## src/irxb_defs.vh

```
// register map, field layouts and reset values of the receive
// interrupt and bandwidth register block
// assumes: included by the design files of this block only
`ifndef IRXB_DEFS_VH
`define IRXB_DEFS_VH

`define IRXB_OFF_EVT_SET      12'h0A0
`define IRXB_OFF_EVT_CLR      12'h0A4
`define IRXB_OFF_MSK_SET      12'h0A8
`define IRXB_OFF_MSK_CLR      12'h0AC
`define IRXB_OFF_INIT_BW      12'h0B0
`define IRXB_OFF_BW_CSR       12'h0B8
`define IRXB_OFF_CTRL         12'h0BC
`define IRXB_ADDR_W           12
`define IRXB_NCTX             4
`define IRXB_BW_W             13
`define IRXB_INIT_BW_RST      13'h1333
`define IRXB_EVT_RST          4'h0
`define IRXB_MSK_RST          4'h0
`define IRXB_CTRL_SWRST_BIT   0
`define IRXB_CTRL_BUSRST_BIT  1
`define IRXB_CTRL_MAINMSK_BIT 7

`endif

```

## src/irxb_top.v

```verilog
// isochronous receive interrupt event and mask registers, summary
// receive interrupt, and initial bandwidth preset, behind an APB slave
// assumes: all inputs except the async reset_n synchronous to mclk; one APB master
`timescale 1ns/1ps
`default_nettype none
`include "irxb_defs.vh"

// How it works
// RULE_01: completed INPUT with interrupt raises context flag
// RULE_02: flag sets on rising edge or set write
// RULE_03: only clear-register one-writes clear a flag
// RULE_04: set at A0h, clear A4h reads masked
// RULE_05: event bits 31..4 read zero
// RULE_06: bits 3..0 map contexts 3..0, summary bit 7
// RULE_07: mask set/clear reads return mask contents
// RULE_08: mask bits align with event bits
// RULE_09: bandwidth field writable, 1333h on hardware/software reset
// RULE_10: bus reset keeps bandwidth field
// RULE_11: resets copy bandwidth field into CSR
// RULE_12: bandwidth bits 31..13 read zero
// RULE_13: summary interrupt needs event and main mask bit 7
// RULE_14: summary event holds while any unmasked flag
module irxb_top (
   input  wire        mclk,
   input  wire        reset_n,
   input  wire        psel,
   input  wire        penable,
   input  wire        pwrite,
   input  wire [11:0] paddr,
   input  wire [31:0] pwdata,
   output reg  [31:0] prdata,
   output reg         pready,
   output reg         pslverr,
   input  wire [3:0]  rx_ctx_irq,
   input  wire        global_reset_input,
   input  wire        pcie_reset_input,
   input  wire        secondary_reset_input,
   input  wire        bus_reset,
   output reg         rx_dma_summary_event,
   output reg  [12:0] bw_available_csr,
   output reg         irq
);
   reg  [3:0]  rx_flag_r;
   reg  [3:0]  rx_flag_nxt;
   reg  [3:0]  rx_mask_r;
   reg  [3:0]  rx_mask_nxt;
   reg  [12:0] initial_bandwidth_value;
   reg         main_mask_r;
   reg         swrst_r;
   reg         swrst_d_r;
   reg  [31:0] rdata_nxt;
   reg         slverr_nxt;
   wire [3:0]  ctx_rise;
   wire        csr_load;
   wire        setup;
   wire        wr_acc;
   wire        wr_evt_set;
   wire        wr_evt_clr;
   wire        wr_msk_set;
   wire        wr_msk_clr;
   wire        wr_bw;
   wire        wr_ctrl;
   wire        summary_nxt;

   // address decode used by both the read mux and the write strobes
   function hit;
      input [11:0] a;
      input [11:0] off;
      begin
         hit = (a == off);
      end
   endfunction

   // interrupt lines rise when an INPUT with interrupt bits completes
   irxb_edge_det #(
      .W (`IRXB_NCTX)
   ) u_edge (
      .mclk     (mclk),
      .reset_n  (reset_n),
      .level_in (rx_ctx_irq),
      .rise_out (ctx_rise)
   ); // see RULE_01

   irxb_reset_merge u_rmerge (
      .mclk                  (mclk),
      .reset_n               (reset_n),
      .global_reset_input    (global_reset_input),
      .pcie_reset_input      (pcie_reset_input),
      .secondary_reset_input (secondary_reset_input),
      .bus_reset             (bus_reset),
      .load_pulse            (csr_load)
   );

   // zero-wait slave: answer in the access cycle itself
   assign setup      = psel & ~penable;
   assign wr_acc     = psel & penable & pwrite;
   assign wr_evt_set = wr_acc & hit(paddr, `IRXB_OFF_EVT_SET);
   assign wr_evt_clr = wr_acc & hit(paddr, `IRXB_OFF_EVT_CLR);
   assign wr_msk_set = wr_acc & hit(paddr, `IRXB_OFF_MSK_SET);
   assign wr_msk_clr = wr_acc & hit(paddr, `IRXB_OFF_MSK_CLR);
   assign wr_bw      = wr_acc & hit(paddr, `IRXB_OFF_INIT_BW);
   assign wr_ctrl    = wr_acc & hit(paddr, `IRXB_OFF_CTRL);

   // set wins over clear so an edge in the clearing cycle survives
   always @* begin
      rx_flag_nxt = rx_flag_r;
      if (wr_evt_clr) begin
         rx_flag_nxt = rx_flag_nxt & ~pwdata[3:0]; // see RULE_03
      end
      rx_flag_nxt = rx_flag_nxt | ctx_rise; // see RULE_02
      if (wr_evt_set) begin
         rx_flag_nxt = rx_flag_nxt | pwdata[3:0]; // see RULE_02
      end
   end

   always @* begin
      rx_mask_nxt = rx_mask_r;
      if (wr_msk_clr) begin
         rx_mask_nxt = rx_mask_nxt & ~pwdata[3:0];
      end
      if (wr_msk_set) begin
         rx_mask_nxt = rx_mask_nxt | pwdata[3:0]; // see RULE_08
      end
   end

   // per-context flags feed summary bit 7 through the same-position mask
   assign summary_nxt = |(rx_flag_nxt & rx_mask_nxt); // see RULE_06

   always @(posedge mclk or negedge reset_n) begin
      if (!reset_n) begin
         rx_flag_r            <= `IRXB_EVT_RST;
         rx_mask_r            <= `IRXB_MSK_RST;
         rx_dma_summary_event <= 1'b0;
         irq                  <= 1'b0;
      end else begin
         rx_flag_r            <= rx_flag_nxt;
         rx_mask_r            <= rx_mask_nxt;
         rx_dma_summary_event <= summary_nxt; // see RULE_14
         irq <= summary_nxt & main_mask_r; // see RULE_13
      end
   end

   // control: software reset pulse and main mask bit 7
   always @(posedge mclk or negedge reset_n) begin
      if (!reset_n) begin
         main_mask_r <= 1'b0;
         swrst_r     <= 1'b0;
         swrst_d_r   <= 1'b0;
      end else begin
         swrst_d_r <= swrst_r;
         if (wr_ctrl) begin
            main_mask_r <= pwdata[`IRXB_CTRL_MAINMSK_BIT];
            swrst_r     <= pwdata[`IRXB_CTRL_SWRST_BIT];
         end else begin
            swrst_r <= 1'b0;
         end
      end
   end

   // bus reset pin never touches the field itself
   always @(posedge mclk or negedge reset_n) begin
      if (!reset_n) begin
         initial_bandwidth_value <= `IRXB_INIT_BW_RST; // see RULE_09
      end else if (swrst_r) begin
         initial_bandwidth_value <= `IRXB_INIT_BW_RST; // see RULE_09
      end else if (wr_bw) begin
         initial_bandwidth_value <= pwdata[12:0]; // see RULE_10
      end
   end

   // the CSR follows the preset one cycle after a software reset too,
   // so it sees the restored 1333h rather than the old field
   always @(posedge mclk or negedge reset_n) begin
      if (!reset_n) begin
         bw_available_csr <= `IRXB_INIT_BW_RST;
      end else if (csr_load | swrst_d_r) begin
         bw_available_csr <= initial_bandwidth_value; // see RULE_11
      end
   end

   // read mux; reserved bits come back as zero
   always @* begin
      rdata_nxt  = 32'h00000000;
      slverr_nxt = 1'b0;
      if (hit(paddr, `IRXB_OFF_EVT_SET)) begin
         rdata_nxt[3:0] = rx_flag_r; // see RULE_05
      end else if (hit(paddr, `IRXB_OFF_EVT_CLR)) begin
         rdata_nxt[3:0] = rx_flag_r & rx_mask_r; // see RULE_04
      end else if (hit(paddr, `IRXB_OFF_MSK_SET) |
                   hit(paddr, `IRXB_OFF_MSK_CLR)) begin
         rdata_nxt[3:0] = rx_mask_r; // see RULE_07
      end else if (hit(paddr, `IRXB_OFF_INIT_BW)) begin
         rdata_nxt[12:0] = initial_bandwidth_value; // see RULE_12
      end else if (hit(paddr, `IRXB_OFF_BW_CSR)) begin
         rdata_nxt[12:0] = bw_available_csr;
      end else if (hit(paddr, `IRXB_OFF_CTRL)) begin
         rdata_nxt[`IRXB_CTRL_MAINMSK_BIT] = main_mask_r;
      end else begin
         slverr_nxt = 1'b1;
      end
   end

   // registered answer: pready high in the access cycle following setup
   always @(posedge mclk or negedge reset_n) begin
      if (!reset_n) begin
         prdata  <= 32'h00000000;
         pready  <= 1'b0;
         pslverr <= 1'b0;
      end else begin
         pready  <= setup;
         pslverr <= setup & slverr_nxt;
         if (setup & ~pwrite) begin
            prdata <= rdata_nxt;
         end
      end
   end
endmodule
`default_nettype wire

```

## src/irxb_edge_det.v

```verilog
// rising edge detector for the per-context interrupt lines
// assumes: inputs synchronous to mclk
`timescale 1ns/1ps
`default_nettype none
module irxb_edge_det #(
   parameter W = 4
) (
   input  wire         mclk,
   input  wire         reset_n,
   input  wire [W-1:0] level_in,
   output wire [W-1:0] rise_out
);
   reg [W-1:0] prev_r;

   always @(posedge mclk or negedge reset_n) begin
      if (!reset_n) begin
         prev_r <= {W{1'b0}};
      end else begin
         prev_r <= level_in;
      end
   end

   assign rise_out = level_in & ~prev_r;
endmodule
`default_nettype wire

```

## src/irxb_reset_merge.v

```verilog
// merges the bandwidth CSR load requests into one pulse
// assumes: all request inputs synchronous to mclk, active high
`timescale 1ns/1ps
`default_nettype none
module irxb_reset_merge (
   input  wire mclk,
   input  wire reset_n,
   input  wire global_reset_input,
   input  wire pcie_reset_input,
   input  wire secondary_reset_input,
   input  wire bus_reset,
   output reg  load_pulse
);
   reg any_d_r;
   wire any_now;

   assign any_now = global_reset_input | pcie_reset_input |
                    secondary_reset_input | bus_reset;

   // one load per rise of the merged requests; the copy lands two edges after that leading edge
   always @(posedge mclk or negedge reset_n) begin
      if (!reset_n) begin
         any_d_r    <= 1'b0;
         load_pulse <= 1'b0;
      end else begin
         any_d_r    <= any_now;
         load_pulse <= any_now & ~any_d_r;
      end
   end
endmodule
`default_nettype wire

```

## config.mk

```make
export PLATFORM = sky130hd
export DESIGN_NAME = irxb_top
export DESIGN_NICKNAME = d
export VERILOG_FILES = /design/src/irxb_top.v /design/src/irxb_edge_det.v /design/src/irxb_reset_merge.v
export VERILOG_INCLUDE_DIRS = /design/src /design/src/src
export SDC_FILE = /design/constraint.sdc
export NUM_CORES = 1
export LEC_CHECK = 0
export ABC_AREA = 1
export BUFFER_PORTS_ARGS = -buffer_cell sky130_fd_sc_hd__buf_2
export CELL_PAD_IN_SITES_DETAIL_PLACEMENT = 0
export CELL_PAD_IN_SITES_GLOBAL_PLACEMENT = 2
export CORE_MARGIN = 2
export CORE_UTILIZATION = 31
export CTS_BUF_LIST = sky130_fd_sc_hd__clkbuf_8
export DETAILED_ROUTE_END_ITERATION = 12
export PLACE_DENSITY_LB_ADDON = 0.1
export SETUP_SLACK_MARGIN = 0.3
export SLEW_MARGIN = 20
export SYNTH_ARGS = -nofsm -noshare
export SYNTH_HDL_FRONTEND = slang
export SYNTH_SLANG_ARGS = --single-unit
```

## constraint.sdc

```tcl
create_clock -name mclk -period 2.2 [get_ports mclk]
set_input_delay 0.22 -clock mclk [delete_from_list [all_inputs] [get_ports mclk]]
set_output_delay 0.22 -clock mclk [all_outputs]
set_load 0.02 [all_outputs]
```

==> flow_summary.toml <==
[global_routing]
grt_pass1_vias = 2357
grt_pass1_wl_mm = 12.2
grt_max_degree = 61
grt-ovfl-total = 0
grt_usage_pct = 15.8
grt_antenna_before_repair = 0

[finish]
syn_to_final_growth_pct = 22.7
fin_util_pct = 39.3
layout.nets = 493
final_common_cell = "nand2_1"
drive_gt1_share_pct = 28.8
fin_cells = 570
diodes = 0
final_cell_mix = "nand2_1, buf_2, dfrtp_1"

[placement]
place_inst = 549
hpwlAfterDp_mm = 5.44
gp_congestion = 0.760
io_buffers = 67
pre_cts_ws_ns = 0.485

[pwr]
swShare_pct = 26.1
power_density_mw_per_mm2 = 663
pwr-share-clk_pct = 40.6
intPower_w = 0.00178
p_sw_w = 0.000628
totalPowerFinal_w = 0.00241
power_frac_seq_pct = 49.1
leakagePower_nw = 1.91
comb_power_share_pct = 10.3
ir_drop_mv = 0.263

[cts]
hold_buffers = 5
clkTransAtPathRegs_ns = 0.07
h-tree-depth = 3
root_buffer = "clkbuf_8"
postCtsSetupBuffers = 0
cts_resized = 0
numCtsBuffers = 9
clock_latency_ns = 0.34
cts_sinks = 60
clockBufferDepth = 2
tritoncts = "yes"

[worst_setup_path]
crit_path_frequent_cell = "nand2_1"
startpoint = "paddr[1]"
r2r-start = "initial_bandwidth_value[4]"
rrSetupSlack_ns = 1.19
cp_max_fo = 9
critical_path_required_ns = 2.48
cp_data_arrival_time_ns = 1.63
end_kind = "flop"
path_depth = 8
critical_path.max_stage_delay_ns = 0.35
cp_slowest_cell = "nand3_1"
worstSetupStartpointType = "primary input"
crit_chain = "buf_2 -> nor2_4 -> inv_1 -> nor3_1 -> nand3_1 -> o21ai_0 -> nand2_1 -> nand2_1"
worstReg2RegEnd = "prdata[4]"
worstRegToRegCells = 4
critical_path.top_delay_family = "simple AND/OR/NAND/NOR gates"
crit_buf_inv = 2
crit_path_end = "prdata[4]"
worstSetupPathType = "primary input to flop"

[routing]
routedWlPerCell_microns = 13.0
dr_wl_met2_mm = 3.30
highest_layer = "met4"
drtPass1Iterations = 4
met3WireLength_microns = 428
drt-total-wl_mm = 7.43
avgViaCountPerCell = 4.36
num_vias = 2486
drt-met1-wl_mm = 3.59
antenna_left = 0
drtIter0Drc = 77
drc = 0

[synthesis]
ys_seq_area_share_pct = 51.3
synth_area_sq_mm = 0.00296
synth_cell_type_count = 28
syn_avg_cell_area_sq_um = 8.31
synth-seq-cells = 60
yosys_warnings = 0
syn_inst = 356

[floorplan]
coreArea_sq_mm = 0.00924
die_w_microns = 102
start_util_pct = 32.0
ios = 106
die_area_sq_mm = 0.0103
row_count = 35
die_h_microns = 102

[timing]
rsz0062_at_grt = "no"
fmax_ghz = 0.741
layout_setup_ws_ns = 0.850
slew_viol_final = 0
fin_skew_ns = 0.0109
setup_violations = 0
hold_viol = 0
final.setup.tns_ns = 0
period_needed_ns = 1.35
post-route-period-util_pct = 61.4

[hold_path]
min_path_type = "primary input to flop"

[job]
maxCapViolCount = 0

[outcome]
outcome = "completed"
[power groups by stage]
stage / combinational (W) / clock (W) / sequential, W
after CTS: 0.000254 / 0.00103 / 0.00118
after global routing: 0.000282 / 0.00107 / 0.00119
after global placement: 0.000245 / 0 / 0.00120
final: 0.000249 / 0.000977 / 0.00118
after floorplan: 0.000120 / 0 / 0.00124
after detailed placement: 0.000247 / 0 / 0.00120
[kinds of logic after synthesis]
logic type | Yosys count | share of synthesized area (%)
simple gates | 175 | 27.7
flops | 60 | 51.3
compound gates | 49 | 9.01
other cells | 1 | 0.127
buf+inv | 71 | 11.8
[flip-flops by register name (all words and copies together) (netlist names)]
name / count
irq: 1
prdata: 13
main_mask_r: 1
rx_mask_r: 4
swrst_d_r: 1
swrst_r: 1
u_rmerge.any_d_r: 1
rx_dma_summary_event: 1
initial_bandwidth_value: 13
pready: 1
u_rmerge.load_pulse: 1
pslverr: 1
u_edge.prev_r: 4
rx_flag_r: 4
bw_available_csr: 13
[stage by stage]
stage | hold slack [ns] | area (sq um)
floorplan | -0.0756 | 3030
CTS | 0.0621 | 3630
global route | 0.0857 | 3630
global placement | 0.259 | 3390
detailed placement | 0.258 | 3390
finish | 0.0833 | 3630
[worst reg2reg max path, stage by stage, from the launching register on]
cell and delay [ns]:
dfstp_2 0.51, inv_1 0.05, o21ai_0 0.23, nand2_1 0.10
nand2_1 0.06
[layer usage]
layer  GRT usage [%]  up-vias
li1                -     1260
met1            23.1     1139
met2            22.9       78
met3            3.66        9
met4            5.61        0
met5               0        -
[cell usage after synthesis]
master / n / area (sq um)
nand2_1: 97 / 364
a31oi_1: 1 / 6.26
a21oi_1: 8 / 40.0
conb_1: 1 / 3.75
dfstp_2: 14 / 368
o21ai_1: 2 / 10.0
inv_2: 5 / 18.8
nand3_2: 5 / 50.1
a22oi_1: 2 / 15.0
nor3_1: 2 / 10.0
buf_6: 1 / 11.3
o31ai_1: 3 / 22.5
o21ai_0: 30 / 150
nor2_4: 6 / 67.6
nor2_1: 22 / 82.6
inv_1: 40 / 150
o22ai_1: 1 / 6.26
clkbuf_1: 3 / 11.3
dfrtp_1: 46 / 1150
a2111oi_0: 1 / 8.76
nor2_2: 6 / 37.5
buf_2: 1 / 5.00
nand3_1: 19 / 95.1
nand4_1: 13 / 81.3
buf_4: 20 / 150
nand2_2: 5 / 31.3
o211ai_1: 1 / 7.51
clkinv_1: 1 / 3.75
[worst min-delay path by stage]
stage,start,cells past startpoint,end
after CTS,penable,2,pready
after global routing,penable,2,pready
after global placement,reset_n,2,pready
final,penable,2,pready
after detailed placement,reset_n,2,pready
after floorplan,reset_n,0,bw_available_csr[10]
[area by class of cell]
class                   instances  area, sq um
clock inverters                 6         56.3
flip-flops and latches         60         1520
multi-input cells             243         1160
well taps                     129          161
inverters                      46          173
repair buffers                 76          428
fillers                       995         5610
clock buffers                  10          138
No activity file was read; power rests on OpenSTA's default activity.
